==> config.mk <==
export PLATFORM = sky130hd
export DESIGN_NAME = high_side_switch_control
export DESIGN_NICKNAME = d
export VERILOG_FILES = /design/src/hs_pkg.sv /design/src/hs_pwm_if.sv /design/src/hs_pwm_gen.sv /design/src/high_side_switch_control.sv
export SDC_FILE = /design/constraint.sdc
export NUM_CORES = 1
export LEC_CHECK = 0
export BUFFER_PORTS_ARGS = -buffer_cell sky130_fd_sc_hd__buf_2
export CORE_UTILIZATION = 45
export CTS_BUF_LIST = sky130_fd_sc_hd__clkbuf_4 sky130_fd_sc_hd__clkbuf_8 sky130_fd_sc_hd__clkbuf_16
export DETAILED_ROUTE_END_ITERATION = 7
export GPL_TIMING_DRIVEN = 0
export HOLD_SLACK_MARGIN = 0.15
export PLACE_DENSITY = 0.61
export SYNTH_ARGS = -nofsm -noshare
export SYNTH_HDL_FRONTEND = slang
export SYNTH_SLANG_ARGS = --single-unit
==> constraint.sdc <==
create_clock -name i_core_clk -period 2.3 [get_ports i_core_clk]
set_input_delay 0.46 -clock i_core_clk [delete_from_list [all_inputs] [get_ports i_core_clk]]
set_output_delay 0.46 -clock i_core_clk [all_outputs]
set_load 0.01 [all_outputs]
==> src/hs_pkg.sv <==
// constants and types shared by the high-side switch control files
package hs_pkg;
  // clock and timing
  localparam int CLK_KHZ = 25000;
  localparam int SD_FILTER_MIN_NS = 12000;
  localparam int SD_FILTER_MAX_NS = 20000;
  localparam int OL_FILTER_TYP_NS = 64000;
  localparam int OC_CYCLES = (SD_FILTER_MIN_NS * CLK_KHZ + 999999) / 1000000;
  localparam int OL_CYCLES = (OL_FILTER_TYP_NS * CLK_KHZ) / 1000000;
  localparam logic [10:0] OC_CNT_LAST = 11'(OC_CYCLES - 1);
  localparam logic [10:0] OL_CNT_LAST = 11'(OL_CYCLES - 1);
  localparam int PWM_SLOW_HZ = 200;
  localparam int PWM_FAST_HZ = 400;
  localparam int PWM_STEPS = 256;
  localparam int STEP_SLOW_CYCLES = (CLK_KHZ * 1000) / (PWM_SLOW_HZ * PWM_STEPS);
  localparam int STEP_FAST_CYCLES = (CLK_KHZ * 1000) / (PWM_FAST_HZ * PWM_STEPS);
  localparam logic [8:0] STEP_SLOW_LAST = 9'(STEP_SLOW_CYCLES - 1);
  localparam logic [8:0] STEP_FAST_LAST = 9'(STEP_FAST_CYCLES - 1);
  // register byte offsets
  localparam logic [7:0] ADDR_CTRL_A = 8'h00;
  localparam logic [7:0] ADDR_CTRL_B = 8'h04;
  localparam logic [7:0] ADDR_PWM_A = 8'h08;
  localparam logic [7:0] ADDR_PWM_B = 8'h0c;
  localparam logic [7:0] ADDR_FREQ = 8'h10;
  localparam logic [7:0] ADDR_SUPPLY_CTRL = 8'h14;
  localparam logic [7:0] ADDR_SUPPLY_STAT = 8'h18;
  localparam logic [7:0] ADDR_OC_STAT = 8'h1c;
  localparam logic [7:0] ADDR_OL_STAT = 8'h20;
  // field positions
  localparam int CH_LO_LSB = 0;
  localparam int CH_HI_LSB = 4;
  localparam int OV_SD_DIS_BIT = 0;
  localparam int UV_SD_DIS_BIT = 1;
  localparam int RECOVERY_BIT = 2;
  localparam int OV_FLAG_BIT = 0;
  localparam int UV_FLAG_BIT = 1;
  // channel configuration codes
  localparam logic [2:0] CFG_OFF = 3'h0;
  localparam logic [2:0] CFG_ON = 3'h1;
  localparam logic [2:0] CFG_TIMER1 = 3'h2;
  localparam logic [2:0] CFG_TIMER2 = 3'h3;
  localparam logic [2:0] CFG_PWM_A = 3'h4;
  localparam logic [2:0] CFG_PWM_B = 3'h5;
  // reset values
  localparam logic [2:0] RST_CFG = 3'h0;
  localparam logic [7:0] RST_DUTY = 8'h00;
  localparam logic [1:0] RST_FREQ = 2'h0;
  localparam logic [2:0] RST_SUPPLY_CTRL = 3'h0;
  // operating modes of the surrounding chip
  typedef enum logic [4:0] {
    MODE_NORMAL = 5'b00001,
    MODE_STOP = 5'b00010,
    MODE_SLEEP = 5'b00100,
    MODE_RESTART = 5'b01000,
    MODE_FAILSAFE = 5'b10000
  } mode_t;
endpackage

==> src/hs_pwm_if.sv <==
// carrier between the control logic and one pwm generator
`timescale 1ns/1ps
interface hs_pwm_if;
  logic [7:0] duty;
  logic fast;
  logic wave;
  modport gen (input duty, input fast, output wave);
  modport ctl (output duty, output fast, input wave);
endinterface

==> src/hs_pwm_gen.sv <==
// one 8-bit pwm generator, 200 or 400 hz
`timescale 1ns/1ps
module hs_pwm_gen (
  input wire logic i_core_clk,
  input wire logic i_sys_rst,
  hs_pwm_if.gen pwm
);
  import hs_pkg::*;

  logic [8:0] step_cnt;
  logic [7:0] phase;
  wire logic [8:0] step_last;
  wire logic step_en;

  // step divider, period split in 256 steps
  assign step_last = pwm.fast ? STEP_FAST_LAST : STEP_SLOW_LAST;
  assign step_en = (step_cnt >= step_last);

  // step divider
  always_ff @(posedge i_core_clk) begin
    if (i_sys_rst || step_en) begin
      step_cnt <= 9'h000;
    end else begin
      step_cnt <= step_cnt + 9'h001;
    end
  end

  // phase within period
  always_ff @(posedge i_core_clk) begin
    if (i_sys_rst) begin
      phase <= 8'h00;
    end else if (step_en) begin
      phase <= phase + 8'h01;
    end
  end

  // high for duty steps from period start; duty 1 is shorter than the switch edges
  always_ff @(posedge i_core_clk) begin
    if (i_sys_rst) begin
      pwm.wave <= 1'b0;
    end else begin
      pwm.wave <= (phase < pwm.duty);
    end
  end
endmodule

==> src/high_side_switch_control.sv <==
// control logic for four high-side switches with apb registers
`timescale 1ns/1ps
// Summary of operation
// - overvoltage turns outputs off unless disabled
// - undervoltage turns outputs off unless disabled
// - recovery bit restores, else configs cleared
// - supply faults only set supply flags
// - overcurrent past filter time switches off
// - overcurrent sets flag, config to off
// - overcurrent flags cleared only by software
// - open load checked while on, filtered
// - open load keeps output on, sticky flag
// - configuration locked in stop and sleep
// - restart or fail-safe switches all off
// - protections stay active in stop, sleep
// - two pwm generators, 8-bit duty each
// - per generator 200 or 400 hz
// - each output selects its source
// - pwm drives output at once when assigned
// - duty one too short for switch
module high_side_switch_control (
  input wire logic i_core_clk,
  input wire logic i_sys_rst,
  input wire logic i_psel,
  input wire logic i_penable,
  input wire logic i_pwrite,
  input wire logic [7:0] i_paddr,
  input wire logic [31:0] i_pwdata,
  output logic [31:0] o_prdata,
  output logic o_pready,
  output logic o_pslverr,
  input wire hs_pkg::mode_t i_sbc_mode,
  input wire logic i_supply_ov,
  input wire logic i_supply_uv,
  input wire logic [3:0] i_overcurrent,
  input wire logic [3:0] i_open_load,
  input wire logic i_timer1,
  input wire logic i_timer2,
  output logic [3:0] o_switch_output
);
  import hs_pkg::*;

  logic [2:0] cfg [4];
  logic [2:0] next_cfg [4];
  logic [7:0] duty_a;
  logic [7:0] duty_b;
  logic [1:0] freq_sel;
  logic [2:0] supply_ctrl;
  logic [1:0] supply_flag;
  logic [3:0] oc_flag;
  logic [3:0] ol_flag;
  logic [9:0] pin_meta;
  logic [9:0] pin_sync;
  logic vfault_q;
  logic off_mode_q;
  logic [3:0] oc_trip;
  logic [3:0] ol_trip;
  logic [3:0] source_on;
  logic [3:0] drive;

  hs_pwm_if pwm_a_if ();
  hs_pwm_if pwm_b_if ();

  // two pwm generators
  assign pwm_a_if.duty = duty_a;
  assign pwm_a_if.fast = freq_sel[0];
  assign pwm_b_if.duty = duty_b;
  assign pwm_b_if.fast = freq_sel[1];

  hs_pwm_gen u_pwm_a (
    .i_core_clk(i_core_clk),
    .i_sys_rst(i_sys_rst),
    .pwm(pwm_a_if)
  );

  hs_pwm_gen u_pwm_b (
    .i_core_clk(i_core_clk),
    .i_sys_rst(i_sys_rst),
    .pwm(pwm_b_if)
  );

  // comparator levels gathered for the synchroniser
  wire logic [9:0] pin_raw = {i_open_load, i_overcurrent, i_supply_uv, i_supply_ov};

  // analog comparator inputs pass two flops
  always_ff @(posedge i_core_clk) begin
    if (i_sys_rst) begin
      pin_meta <= 10'h000;
      pin_sync <= 10'h000;
    end else begin
      pin_meta <= pin_raw;
      pin_sync <= pin_meta;
    end
  end

  wire logic ov_s = pin_sync[0];
  wire logic uv_s = pin_sync[1];
  wire logic [3:0] oc_s = pin_sync[5:2];
  wire logic [3:0] ol_s = pin_sync[9:6];

  // operating mode decode
  wire logic in_stop = (i_sbc_mode == MODE_STOP);
  wire logic in_sleep = (i_sbc_mode == MODE_SLEEP);
  wire logic in_restart = (i_sbc_mode == MODE_RESTART);
  wire logic in_failsafe = (i_sbc_mode == MODE_FAILSAFE);

  // supply fault shutdown and mode gating
  wire logic ov_sd = ov_s && !supply_ctrl[OV_SD_DIS_BIT];
  wire logic uv_sd = uv_s && !supply_ctrl[UV_SD_DIS_BIT];
  wire logic vfault = ov_sd || uv_sd;
  wire logic vfault_end = vfault_q && !vfault;
  wire logic off_mode = in_restart || in_failsafe;
  wire logic off_entry = off_mode && !off_mode_q;
  wire logic cfg_lock = in_stop || in_sleep;
  wire logic hw_clear_all = (vfault_end && !supply_ctrl[RECOVERY_BIT]) || off_entry;

  // apb decode
  wire logic acc = i_psel && i_penable;
  wire logic wr = acc && i_pwrite;
  wire logic cfg_wr = wr && !cfg_lock;
  wire logic hit_ctrl_a = (i_paddr == ADDR_CTRL_A);
  wire logic hit_ctrl_b = (i_paddr == ADDR_CTRL_B);
  wire logic hit_pwm_a = (i_paddr == ADDR_PWM_A);
  wire logic hit_pwm_b = (i_paddr == ADDR_PWM_B);
  wire logic hit_freq = (i_paddr == ADDR_FREQ);
  wire logic hit_sctl = (i_paddr == ADDR_SUPPLY_CTRL);
  wire logic hit_sstat = (i_paddr == ADDR_SUPPLY_STAT);
  wire logic hit_oc = (i_paddr == ADDR_OC_STAT);
  wire logic hit_ol = (i_paddr == ADDR_OL_STAT);
  wire logic mapped = hit_ctrl_a || hit_ctrl_b || hit_pwm_a || hit_pwm_b || hit_freq
                      || hit_sctl || hit_sstat || hit_oc || hit_ol;

  // write strobes; settings honour the lock, status clears never do
  wire logic wr_ctrl_a = cfg_wr && hit_ctrl_a;
  wire logic wr_ctrl_b = cfg_wr && hit_ctrl_b;
  wire logic wr_pwm_a = cfg_wr && hit_pwm_a;
  wire logic wr_pwm_b = cfg_wr && hit_pwm_b;
  wire logic wr_freq = cfg_wr && hit_freq;
  wire logic wr_sctl = cfg_wr && hit_sctl;
  wire logic wr_sstat = wr && hit_sstat;
  wire logic wr_oc = wr && hit_oc;
  wire logic wr_ol = wr && hit_ol;
  wire logic [1:0] supply_clr = wr_sstat ? i_pwdata[1:0] : 2'h0;
  wire logic [3:0] oc_clr = wr_oc ? i_pwdata[3:0] : 4'h0;
  wire logic [3:0] ol_clr = wr_ol ? i_pwdata[3:0] : 4'h0;

  assign o_pready = 1'b1;
  assign o_pslverr = acc && !mapped;

  // read data selection
  wire logic [31:0] rd_mux =
    hit_ctrl_a ? {25'h0, cfg[1], 1'b0, cfg[0]} :
    hit_ctrl_b ? {25'h0, cfg[3], 1'b0, cfg[2]} :
    hit_pwm_a ? {24'h0, duty_a} :
    hit_pwm_b ? {24'h0, duty_b} :
    hit_freq ? {30'h0, freq_sel} :
    hit_sctl ? {29'h0, supply_ctrl} :
    hit_sstat ? {30'h0, supply_flag} :
    hit_oc ? {28'h0, oc_flag} :
    hit_ol ? {28'h0, ol_flag} : 32'h0;

  // read data captured in setup phase
  always_ff @(posedge i_core_clk) begin
    if (i_sys_rst) begin
      o_prdata <= 32'h0;
    end else if (i_psel && !i_penable) begin
      o_prdata <= rd_mux;
    end
  end

  // writable settings, frozen in stop and sleep modes
  always_ff @(posedge i_core_clk) begin
    if (i_sys_rst) begin
      duty_a <= RST_DUTY;
      duty_b <= RST_DUTY;
      freq_sel <= RST_FREQ;
      supply_ctrl <= RST_SUPPLY_CTRL;
    end else begin
      if (wr_pwm_a) begin
        duty_a <= i_pwdata[7:0];
      end
      if (wr_pwm_b) begin
        duty_b <= i_pwdata[7:0];
      end
      if (wr_freq) begin
        freq_sel <= i_pwdata[1:0];
      end
      if (wr_sctl) begin
        supply_ctrl <= i_pwdata[2:0];
      end
    end
  end

  // channel configs: hardware clears win over software writes
  always_comb begin
    for (int k = 0; k < 4; k++) begin
      next_cfg[k] = cfg[k];
    end
    if (wr_ctrl_a) begin
      next_cfg[0] = i_pwdata[CH_LO_LSB +: 3];
      next_cfg[1] = i_pwdata[CH_HI_LSB +: 3];
    end
    if (wr_ctrl_b) begin
      next_cfg[2] = i_pwdata[CH_LO_LSB +: 3];
      next_cfg[3] = i_pwdata[CH_HI_LSB +: 3];
    end
    for (int k = 0; k < 4; k++) begin
      if (oc_trip[k] || hw_clear_all) begin
        next_cfg[k] = CFG_OFF;
      end
    end
  end

  // config storage and edge history
  always_ff @(posedge i_core_clk) begin
    if (i_sys_rst) begin
      for (int k = 0; k < 4; k++) begin
        cfg[k] <= RST_CFG;
      end
      vfault_q <= 1'b0;
      off_mode_q <= 1'b0;
    end else begin
      cfg <= next_cfg;
      vfault_q <= vfault;
      off_mode_q <= off_mode;
    end
  end

  // supply flags, set wins over clear; no channel flag is touched
  always_ff @(posedge i_core_clk) begin
    if (i_sys_rst) begin
      supply_flag <= 2'h0;
    end else begin
      supply_flag[OV_FLAG_BIT] <= (supply_flag[OV_FLAG_BIT] && !supply_clr[OV_FLAG_BIT]) || ov_s;
      supply_flag[UV_FLAG_BIT] <= (supply_flag[UV_FLAG_BIT] && !supply_clr[UV_FLAG_BIT]) || uv_s;
    end
  end

  // per channel source selection, filters and flags
  genvar ch;
  generate
    for (ch = 0; ch < 4; ch++) begin : g_ch
      logic [10:0] oc_cnt;
      logic [10:0] ol_cnt;

      // configuration decode; codes 110 and 111 select nothing
      wire logic sel_on = (cfg[ch] == CFG_ON);
      wire logic sel_t1 = (cfg[ch] == CFG_TIMER1);
      wire logic sel_t2 = (cfg[ch] == CFG_TIMER2);
      wire logic sel_pa = (cfg[ch] == CFG_PWM_A);
      wire logic sel_pb = (cfg[ch] == CFG_PWM_B);

      // source mux, pwm takes effect as soon as selected
      assign source_on[ch] =
        sel_on ||
        (sel_t1 && i_timer1) ||
        (sel_t2 && i_timer2) ||
        (sel_pa && pwm_a_if.wave) ||
        (sel_pb && pwm_b_if.wave);
      // forced off during supply faults and off modes only
      assign drive[ch] = source_on[ch] && !vfault && !off_mode;
      assign oc_trip[ch] = drive[ch] && oc_s[ch] && (oc_cnt == OC_CNT_LAST);
      assign ol_trip[ch] = drive[ch] && ol_s[ch] && (ol_cnt == OL_CNT_LAST);

      // overcurrent filter, restarts when current drops or output off
      always_ff @(posedge i_core_clk) begin
        if (i_sys_rst || !(drive[ch] && oc_s[ch]) || oc_trip[ch]) begin
          oc_cnt <= 11'h000;
        end else begin
          oc_cnt <= oc_cnt + 11'h001;
        end
      end

      // open load filter, only while on
      always_ff @(posedge i_core_clk) begin
        if (i_sys_rst || !(drive[ch] && ol_s[ch])) begin
          ol_cnt <= 11'h000;
        end else if (!ol_trip[ch]) begin
          ol_cnt <= ol_cnt + 11'h001;
        end
      end

      // sticky flags, cleared only by software, set wins
      always_ff @(posedge i_core_clk) begin
        if (i_sys_rst) begin
          oc_flag[ch] <= 1'b0;
          ol_flag[ch] <= 1'b0;
        end else begin
          oc_flag[ch] <= (oc_flag[ch] && !oc_clr[ch]) || oc_trip[ch];
          ol_flag[ch] <= (ol_flag[ch] && !ol_clr[ch]) || ol_trip[ch];
        end
      end

      // output driver flop; open load leaves it on
      always_ff @(posedge i_core_clk) begin
        if (i_sys_rst) begin
          o_switch_output[ch] <= 1'b0;
        end else begin
          o_switch_output[ch] <= drive[ch] && !oc_trip[ch];
        end
      end
    end
  endgenerate
endmodule

==> results of run 1 <==
kinds of logic (layout without fill, tap and decap cells):
kind of cell | count (synthesis) | after routing | synth area share [%]
compound gates | 115 | 115 | 8.25
xor+xnor | 79 | 79 | 7.21
fa+ha+maj | 32 | 32 | 4.17
buf+inv | 93 | 187 | 4.72
flops | 201 | 201 | 41.9
mux | 63 | 63 | 7.14
other cells | 2 | 25 | 0.0782
simple gates | 508 | 508 | 26.5
critical path: stages:
cell    delay, ns
buf_2        0.10
or4_1        0.68
nor3_4       0.26
nor3_1       0.13
buf_2        0.16
metal layers:
layer	track usage (%)	wire length, um	vias up
li1	-	-	3945
met1	28.3	10700	3521
met2	33.7	10000	171
met3	3.37	1080	40
met4	6.24	607	0
met5	0	0	-
metrics by stage:
step           TNS, ns  utilization (%)  worst slack, ns  power, uW  cells
2_1_floorplan        0                -            0.221       3810   1116
3_3_place_gp    -15.48             49.0           -0.433       3930   1438
3_5_place_dp    -18.09             49.0           -0.453       3940   1438
4_1_cts              0             53.1           0.0105       7760   1485
5_1_grt        -0.0237             53.2          -0.0237       7960   1485
6_report             0             53.2           0.0526       7690   1485
state kept, by name (all words and copies together) (netlist names), 3 cells and up:
name / count
duty_b: 8
u_pwm_b.phase: 8
g_ch.oc_cnt: 44
u_pwm_a.step_cnt: 9
u_pwm_b.step_cnt: 9
o_prdata: 8
g_ch.ol_cnt: 44
u_pwm_a.phase: 8
duty_a: 8
pin_sync: 10
cfg: 12
oc_flag: 4
ol_flag: 4
o_switch_output: 4
pin_meta: 10
supply_ctrl: 3
layout by cell type (no fill, tap or decap), types with 24 or more instances in the layout:
master	count
nor2b_1	33
dfxtp_1	201
nor2_1	182
clkbuf_1	24
a21oi_1	34
ha_1	32
nand3_1	66
mux2i_1	46
inv_1	36
nand2_1	74
and3_1	26
xor2_1	35
buf_2	49
buf_4	25
conb_1	25
xnor2_1	44
worst max path at each step:
stage	startpoint	to	slack, ns	depth (start not counted)
after global routing	cfg[2]$_SDFFE_PP0P_	g_ch[3].oc_cnt[10]$_SDFF_PP0_	-0.02	5
after CTS	i_paddr[4]	o_pslverr	0.01	6
after floorplan	i_paddr[1]	duty_b[0]$_SDFFE_PP0P_	0.22	6
after detailed placement	i_sys_rst	o_switch_output[2]$_SDFF_PP0_	-0.45	8
final	i_paddr[1]	o_pslverr	0.05	5
after global placement	i_sys_rst	o_switch_output[2]$_SDFF_PP0_	-0.43	8
timing repair:
action,in CTS,in global routing
gates resized for setup,2,9
setup endpoints to repair,11,35
endpoints found under the hold margin,5,0
hold buffers,5,0
layout make-up:
cell class,count,area (um2)
timing repair buffer,52,285
buffer,57,322
clock inverter,7,88.8
tap,275,344
clock buffer,35,709
multi-input combinational,822,5250
fill,2003,9800
inverter,36,135
sequential,201,4020
cells in the mapped netlist (20+ instances only):
master / count / area, um2
dfxtp_1: 201 / 4020
nor2_1: 182 / 683
nand2_1: 74 / 278
nand3_1: 66 / 330
mux2i_1: 46 / 460
xnor2_1: 44 / 385
inv_1: 36 / 135
xor2_1: 35 / 307
a21oi_1: 34 / 170
nor2b_1: 33 / 206
ha_1: 32 / 400
and3_1: 26 / 163
clkbuf_1: 26 / 97.6
buf_4: 25 / 188
nor3_1: 22 / 110
nand4_1: 20 / 125
power breakdown:
part           total [uW]  switching [uW]  leakage (uW)  internal [uW]
Clock                3820            1470      0.000405           2350
Sequential           3530            22.2       0.00162           3510
Combinational         337             211       0.00224            126
==> results.sh, run 1 <==
export IMPL_status="complete, no violations"
export IMPL_synth_edff_count=0
export IMPL_worstMarginPinSlew_ns=0.831
export IMPL_vdd_ir_drop_max_v=0.000469
export IMPL_synthCells=1093
export IMPL_min_delay_path_class="in -> reg"
export IMPL_clk_pin_slew_ns=0.06
export IMPL_yosysWarnings=0
export IMPL_globalplace_congestion=0.879
export IMPL_min_period_ns=2.25
export IMPL_cts_root_buffer="clkbuf_16"
export IMPL_vias=7677
export IMPL_critPathArrivalTime_ns=1.79
export IMPL_crit_path_start_kind="primary input"
export IMPL_rows=53
export IMPL_drtIter0Drc=364
export IMPL_cts_buffers=23
export IMPL_post_route_drc_count=0
export IMPL_first_pass_iters=4
export IMPL_grt_max_degree=13
export IMPL_cts_tree="built"
export IMPL_hold_depth=2
export IMPL_power_leakage_uw=0.00427
export IMPL_r2r_start="freq_sel[0]$_SDFFE_PP0P_"
export IMPL_core_area_mm2=0.0210
export IMPL_synthDistinctLibCells=65
export IMPL_cts_max_level=1
export IMPL_fin_area_mm2=0.0112
export IMPL_grt_pass1_vias=7281
export IMPL_dieArea_mm2=0.0219
export IMPL_grt_pass1_wl_mm=36.7
export IMPL_reg2regPathDepth=7
export IMPL_hold_start="i_open_load[2]"
export IMPL_chipHeight_um=148
export IMPL_fin_crit_sh_pct=97.7
export IMPL_grt_use_total_pct=20.8
export IMPL_drive_above_1_share_pct=13.2
export IMPL_holdPathEnd="pin_meta[8]$_SDFF_PP0_"
export IMPL_crit_fanout=5
export IMPL_grt_antenna_before_repair=0
export IMPL_viasPerCell=5.17
export IMPL_overflow=0
export IMPL_yosysSeqAreaShare_pct=41.9
export IMPL_finalHoldViolCount=0
export IMPL_start_util_pct=45.8
export IMPL_setup_viol=0
export IMPL_nNetsFinal=1287
export IMPL_io_pins=100
export IMPL_routed_wl_mm=22.4
export IMPL_required_ns=1.84
export IMPL_critPathCaptureType="primary output"
export IMPL_syn_area_per_cell_um2=8.78
export IMPL_clk_path_buf_depth=3
export IMPL_p_per_area_mw_per_mm2=689
export IMPL_io_buffers=47
export IMPL_ant_nets=0
export IMPL_clk_latency_ns=0.52
export IMPL_holdWs_ns=0.182
export IMPL_hpwl_mm=16.3
export IMPL_fmax_ghz=0.445
export IMPL_synthArstFlopShare_pct=0
export IMPL_worst_clock_skew_ns=0.0228
export IMPL_cap_violations=0
export IMPL_slew_limit_headroom_pct=44.1
export IMPL_ys_seq_elements=201
export IMPL_postCtsSetupBuffers=0
export IMPL_die_w_um=148
export IMPL_grt_setup_unrepaired="true"
export IMPL_area_growth_pct=16.2
export IMPL_wl_per_cell_um=15.1
export IMPL_diodes=0
export IMPL_maxSlewViolCount=0
export IMPL_path_class="in -> out"
export IMPL_r2r_setup_slack_ns=0.13
export IMPL_syn_area_mm2=0.00960
export IMPL_synth_flop_cell="dfxtp_1"
export IMPL_cts_sinks=201
export IMPL_place_area_mm2=0.0103
export IMPL_reg2reg_to="u_pwm_a.phase[4]$_SDFFE_PP0P_"
(Power assumes the default switching activity.)
==> run 2, diff against run 1 <==
==> constraint.sdc (replaced) <==
create_clock -name i_core_clk -period 2.55 [get_ports i_core_clk]
set_input_delay 0.51 -clock i_core_clk [delete_from_list [all_inputs] [get_ports i_core_clk]]
set_output_delay 0.51 -clock i_core_clk [all_outputs]
set_load 0.01 [all_outputs]
==> run 2 against run 1 <==
Largest cell class unchanged. Wire length fell by 0.59%. Highest routed layer unchanged. Critical path type unchanged. Non-clock buffer count decreased by 5. Clock skew about the same. Sequential share of layout area is 0.30 points higher. Clock power fell by 9.9%. Design area is 0.83% lower. Worst setup slack improved by 0.061 ns.
==> results.sh, run 2 (synthesis results as in run 1) <==
export IMPL_cts_resized_gates=0
export IMPL_crit_fanout=10
export IMPL_p_comb_share_pct=4.3
export IMPL_vdd_ir_drop_max_v=0.000421
export IMPL_slowest_delay_ns=0.49
export IMPL_chipHeight_um=148
export IMPL_r2r_setup_slack_ns=0.21
export IMPL_viasPerCell=5.18
export IMPL_fin_area_mm2=0.0111
export IMPL_critPathCaptureType="primary output"
export IMPL_grt_setup_unrepaired="false"
export IMPL_worstMarginPinSlew_ns=0.876
export IMPL_vias=7669
export IMPL_p_sw_share_pct=22.1
export IMPL_cts_root_buffer="clkbuf_16"
export IMPL_post_route_drc_count=0
export IMPL_final_common_cell="dfxtp_1"
export IMPL_worst_path_most_repeated_cell="buf_2"
export IMPL_routed_wl_mm=22.3
export IMPL_finalHoldViolCount=0
export IMPL_overflow=0
export IMPL_crit_path_start_kind="primary input"
export IMPL_p_per_area_mw_per_mm2=626
export IMPL_io_pins=100
export IMPL_required_ns=2.04
export IMPL_diodes=0
export IMPL_drtIter0Drc=389
export IMPL_min_delay_path_class="in -> reg"
export IMPL_switchingPower_uw=1530
export IMPL_crit_chain="buf_2, buf_2, or3_1, nor3_2, nor3_1, buf_2"
export IMPL_critPathArrivalTime_ns=1.93
export IMPL_utilization_pct=52.8
export IMPL_cap_violations=0
export IMPL_core_area_mm2=0.0210
export IMPL_cts_buffers=23
export IMPL_p_int_uw=5390
export IMPL_slowest_stage="or3_1"
export IMPL_fmax_ghz=0.410
export IMPL_dieArea_mm2=0.0219
export IMPL_top_regs="g_ch.oc_cnt (44), g_ch.ol_cnt (44), cfg (12)"
export IMPL_cts_sinks=201
export IMPL_ant_nets=0
export IMPL_fin_crit_sh_pct=95.6
export IMPL_nNetsFinal=1282
export IMPL_start_util_pct=45.8
export IMPL_rows=53
export IMPL_setup_viol=0
export IMPL_globalplace_congestion=0.879
export IMPL_min_period_ns=2.44
export IMPL_clk_pin_slew_ns=0.06
export IMPL_place_inst=1438
export IMPL_die_w_um=148
export IMPL_area_growth_pct=15.2
export IMPL_path_class="in -> out"
export IMPL_status="complete, no violations"
export IMPL_grt_pass1_vias=7259
export IMPL_grt_antenna_before_repair=0
export IMPL_power_leakage_uw=0.00423
export IMPL_clk_latency_ns=0.52
export IMPL_clk_path_buf_depth=3
export IMPL_first_pass_iters=4
export IMPL_instances_no_fill=1480
export IMPL_cts_max_level=1
export IMPL_p_seq_share_pct=46.0
export IMPL_slew_limit_headroom_pct=41.2
export IMPL_grt_max_degree=13
export IMPL_worst_clock_skew_ns=0.0232
export IMPL_hpwl_mm=16.3
export IMPL_maxSlewViolCount=0
export IMPL_io_buffers=47
export IMPL_grt_pass1_wl_mm=36.5
export IMPL_cts_tree="built"
export IMPL_p_clk_share_pct=49.7
export IMPL_grt_use_total_pct=20.7
export IMPL_ctsHoldBuffers=0
export IMPL_drive_above_1_share_pct=12.8
export IMPL_wl_per_cell_um=15.0
export IMPL_place_area_mm2=0.0103
export IMPL_mostFrequentLayoutCells="201 x dfxtp_1, 182 x nor2_1, 74 x nand2_1"
export IMPL_postCtsSetupBuffers=0
export IMPL_total_power_uw=6930
## run 2: per-layer routing
| layer | up-vias | track usage [%] | part of all wire (%) |
|---|---|---|---|
| met5 | - | 0 | 0 |
| met4 | 0 | 6.24 | 2.7 |
| met1 | 3543 | 28.2 | 48 |
| met3 | 41 | 3.37 | 4.6 |
| li1 | 3933 | - | - |
| met2 | 152 | 33.6 | 44 |
## run 2: final cells by class
class / instances / area [um2]
fill: 2004 / 9890
multi-input combinational: 822 / 5210
sequential: 201 / 4020
clock buffer: 35 / 709
tap: 275 / 344
buffer: 57 / 318
timing repair buffer: 47 / 235
inverter: 36 / 135
clock inverter: 7 / 88.8
## run 2: worst paths after layout
path	startpoint	endpoint	cells past startpoint
worst max-delay path	i_paddr[4]	o_pslverr	6
worst min-delay path	i_open_load[0]	pin_meta[6]$_SDFF_PP0_	2
worst max register to register	u_pwm_b.pwm.wave$_SDFF_PP0_	g_ch[0].oc_cnt[10]$_SDFF_PP0_	5
worst min register to register	pin_meta[3]$_SDFF_PP0_	pin_sync[3]$_SDFF_PP0_	1
## run 2: power groups by stage
stage / clock network, uW / registers, uW / logic [uW]
after global routing: 3650 / 3190 / 323
after global placement: 0 / 3260 / 290
after CTS: 3510 / 3190 / 294
after detailed placement: 0 / 3260 / 292
after floorplan: 0 / 3250 / 185
final: 3440 / 3190 / 295
## run 2: worst max-delay path: cells and delay by family
family	cells	cell delay (ns)
buf+inv	3	0.44
simple gates	3	0.98
## run 2: per-stage QoR
step	hold WS, ns	setup WS [ns]	setup TNS [ns]
floorplan	0.414	0.421	0
global placement	0.418	-0.233	-2.00
detailed placement	0.425	-0.253	-3.74
CTS	0.189	0.107	0
global route	0.209	0.0263	0
finish	0.205	0.113	0
==> run 3, diff against run 2 <==
--- a/config.mk
+++ b/config.mk
@@ -5,6 +5,7 @@
 export SDC_FILE = /design/constraint.sdc
 export NUM_CORES = 1
 export LEC_CHECK = 0
+export ABC_AREA = 1
 export BUFFER_PORTS_ARGS = -buffer_cell sky130_fd_sc_hd__buf_2
 export CORE_UTILIZATION = 45
 export CTS_BUF_LIST = sky130_fd_sc_hd__clkbuf_4 sky130_fd_sc_hd__clkbuf_8 sky130_fd_sc_hd__clkbuf_16
==> run 3 against run 2 <==
Cell count up 12%. Total power down 3.4%. Maximum frequency up 1.4%. Sequential share of layout area down 0.22 points. Clock skew down 0.0028 ns. Critical path depth up 4. Non-clock buffer count down 9. Design area up 0.60%. Synthesized cell count up 16%. First-iteration DRC count down 18%. Die area up 0.93%.
==> results.sh, run 3 <==
export IMPL_worstMarginPinSlew_ns=0.689
export IMPL_critPathArrivalTime_ns=1.89
export IMPL_yosysMostFrequentCell="dfxtp_1"
export IMPL_slowest_delay_ns=0.33
export IMPL_synth_area_top_cells="dfxtp_1 42%, nand2_1 7.4%, inv_1 6.8%, a21oi_1 5.9%, nor2_1 5.2%"
export IMPL_cp_top_family="simple AND/OR/NAND/NOR gates"
export IMPL_min_delay_path_class="in -> reg"
export IMPL_cts_resized_gates=0
export IMPL_postCtsSetupBuffers=0
export IMPL_r2r_start="freq_sel[0]$_SDFFE_PP0P_"
export IMPL_clk_path_buf_depth=3
export IMPL_crit_chain="buf_2, inv_1, nand2_1, nor2_2, nand4_2, inv_2, nor3_1, nand4_1, nor4_1, buf_2"
export IMPL_r2r_setup_slack_ns=0.53
export IMPL_io_buffers=49
export IMPL_worst_path_buf_inv=4
export IMPL_synth_flop_cell="dfxtp_1"
export IMPL_muxShareOfSynthArea_pct=0
export IMPL_grt_pass1_vias=7402
export IMPL_fillers=2118
export IMPL_grt_use_total_pct=19.9
export IMPL_chipHeight_um=149
export IMPL_clk_pin_slew_ns=0.05
export IMPL_instances_no_fill=1659
export IMPL_slowest_stage="nor4_1"
export IMPL_overflow=0
export IMPL_place_area_mm2=0.0104
export IMPL_hold_depth=3
export IMPL_route_met2_wl_mm=10.3
export IMPL_crit_path_start_kind="primary input"
export IMPL_fin_setup_tns_ns=0
export IMPL_nNetsFinal=1463
export IMPL_cts_max_level=1
export IMPL_drive_above_1_share_pct=15.4
export IMPL_synthCells=1271
export IMPL_synth_top_family_by_area="simple AND/OR/NAND/NOR gates"
export IMPL_cts_root_buffer="clkbuf_16"
export IMPL_min_period_ns=2.40
export IMPL_synthArstFlopShare_pct=0
export IMPL_yosysSeqAreaShare_pct=41.5
export IMPL_diodes=0
export IMPL_syn_area_per_cell_um2=7.63
export IMPL_required_ns=2.04
export IMPL_worst_clock_skew_ns=0.0204
export IMPL_hold_start="i_open_load[1]"
export IMPL_synth_fa_ha_area_share_pct=4.13
export IMPL_wl_per_cell_um=13.0
export IMPL_cts_buffers=24
export IMPL_ant_nets=0
export IMPL_slew_limit_headroom_pct=54.1
export IMPL_synth_compound_area_share_pct=12.0
export IMPL_core_area_mm2=0.0211
export IMPL_clk_latency_ns=0.52
export IMPL_ys_seq_elements=201
export IMPL_area_growth_pct=14.9
export IMPL_worst_path_most_repeated_cell="buf_2"
export IMPL_fin_area_mm2=0.0111
export IMPL_synth_edff_count=0
export IMPL_cts_sinks=201
export IMPL_top_layer_used="met4"
export IMPL_synth_common_cells="201 x dfxtp_1, 192 x nand2_1, 176 x inv_1, 135 x nor2_1, 115 x a21oi_1"
export IMPL_rows=53
export IMPL_routed_wl_mm=21.5
export IMPL_critPathCaptureType="primary output"
export IMPL_holdWs_ns=0.188
export IMPL_dieArea_mm2=0.0221
export IMPL_post_route_drc_count=0
export IMPL_vias=8079
export IMPL_setup_viol=0
export IMPL_wl_met1_mm=9.95
export IMPL_grt_antenna_before_repair=0
export IMPL_met3_length_um=797
export IMPL_reg2regPathDepth=9
export IMPL_ctsHoldBuffers=0
export IMPL_hpwl_mm=16.1
export IMPL_grt_pass1_wl_mm=35.8
export IMPL_first_pass_iters=4
export IMPL_yosysTopAreaCellShare_pct=41.5
export IMPL_syn_area_mm2=0.00969
export IMPL_synth_area_leader_cell="dfxtp_1"
export IMPL_grt_max_degree=13
export IMPL_fin_crit_sh_pct=94.2
export IMPL_maxSlewViolCount=0
export IMPL_cts_tree="built"
export IMPL_crit_fanout=7
export IMPL_globalplace_congestion=0.855
export IMPL_start_util_pct=46.0
export IMPL_reg2reg_to="u_pwm_a.step_cnt[2]$_SDFF_PP0_"
export IMPL_holdPathEnd="pin_meta[7]$_SDFF_PP0_"
export IMPL_synthSimpleGateAreaFrac_pct=27.2
export IMPL_power_leakage_uw=0.00428
export IMPL_status="complete, no violations"
export IMPL_mostFrequentLayoutCells="201 x dfxtp_1, 192 x nand2_1, 176 x inv_1"
export IMPL_path_class="in -> out"
export IMPL_vdd_ir_drop_max_v=0.000473
export IMPL_grt_setup_unrepaired="false"
export IMPL_synthXorXnorAreaFrac_pct=4.61
export IMPL_p_per_area_mw_per_mm2=601
export IMPL_synthDistinctLibCells=48
export IMPL_yosysWarnings=0
export IMPL_final_common_cell="dfxtp_1"
export IMPL_io_pins=100
export IMPL_fmax_ghz=0.416
export IMPL_drtIter0Drc=320
export IMPL_die_w_um=149
export IMPL_cap_violations=0
export IMPL_top_regs="g_ch.oc_cnt (44), g_ch.ol_cnt (44), cfg (12)"
export IMPL_place_inst=1618
export IMPL_viasPerCell=4.87
export IMPL_finalHoldViolCount=0
## run 3: cell count changes after synthesis, moves of 29 or more
cell	before	now
o21ai_0	9	52
nor2_1	182	135
xnor2_1	44	15
inv_1	36	176
a21oi_1	34	115
nor2b_1	33	0
nand2_1	74	192
mux2i_1	46	0
## run 3: layout make-up
type,count,area (um2),share of cell area (%)
clock inverters,5,36.3,0.326
repair buffers,49,245,2.20
multi-input cells,866,4740,42.6
well taps,275,344,3.09
inverters,181,679,6.10
flip-flops and latches,201,4020,36.1
clock buffers,36,728,6.54
plain buffers,46,333,2.99
## run 3: kinds of logic (layout without fill, tap and decap cells)
group / Yosys count / after routing
and+or+nand+nor: 548 / 548
buffers and inverters: 227 / 317
AOI/OAI and AO/OA: 210 / 210
DFF: 201 / 201
xor gates and xnor gates: 51 / 51
adders and majority gates: 32 / 32
other: 2 / 25
## run 3: metal layers
layer / GRT usage [%] / up-vias
li1: - / 4283
met2: 34.5 / 130
met5: 0 / -
met3: 3.09 / 32
met1: 25.6 / 3634
met4: 5.51 / 0
## run 3: through the flow
stage	power (uW)	utilization, %	setup WS (ns)
CTS	6770	52.8	0.160
global placement	3500	49.2	0.156
finish	6690	52.8	0.147
detailed placement	3500	49.2	0.169
global route	6940	52.8	0.120
floorplan	3410	-	0.629
## run 3: how the worst max path moves through the flow
stage                from   endpoint  slack, ns  cells past startpoint
6_report       i_paddr[0]  o_pslverr       0.15                     10
2_1_floorplan  i_paddr[0]  o_pslverr       0.63                      8
3_3_place_gp   i_paddr[0]  o_pslverr       0.16                     10
4_1_cts        i_paddr[0]  o_pslverr       0.16                     10
3_5_place_dp   i_paddr[0]  o_pslverr       0.17                     10
5_1_grt        i_paddr[0]  o_pslverr       0.12                     10
## run 3: worst reg2reg max path, stage by stage, from the launching register on
cell and delay (ns):
dfxtp_1 0.45, inv_1 0.11, ha_1 0.32, a21oi_1 0.14, nand2_1 0.06, a21oi_1 0.15, nand3_2 0.14, inv_1 0.21
nand2_2 0.18, nor3b_2 0.19
## run 3: power by group
group / total, uW / switching [uW] / internal (uW)
Sequential: 3180 / 14.8 / 3170
Combinational: 248 / 160 / 88.0
Clock: 3260 / 1300 / 1960
Total: 6690 / 1470 / 5220
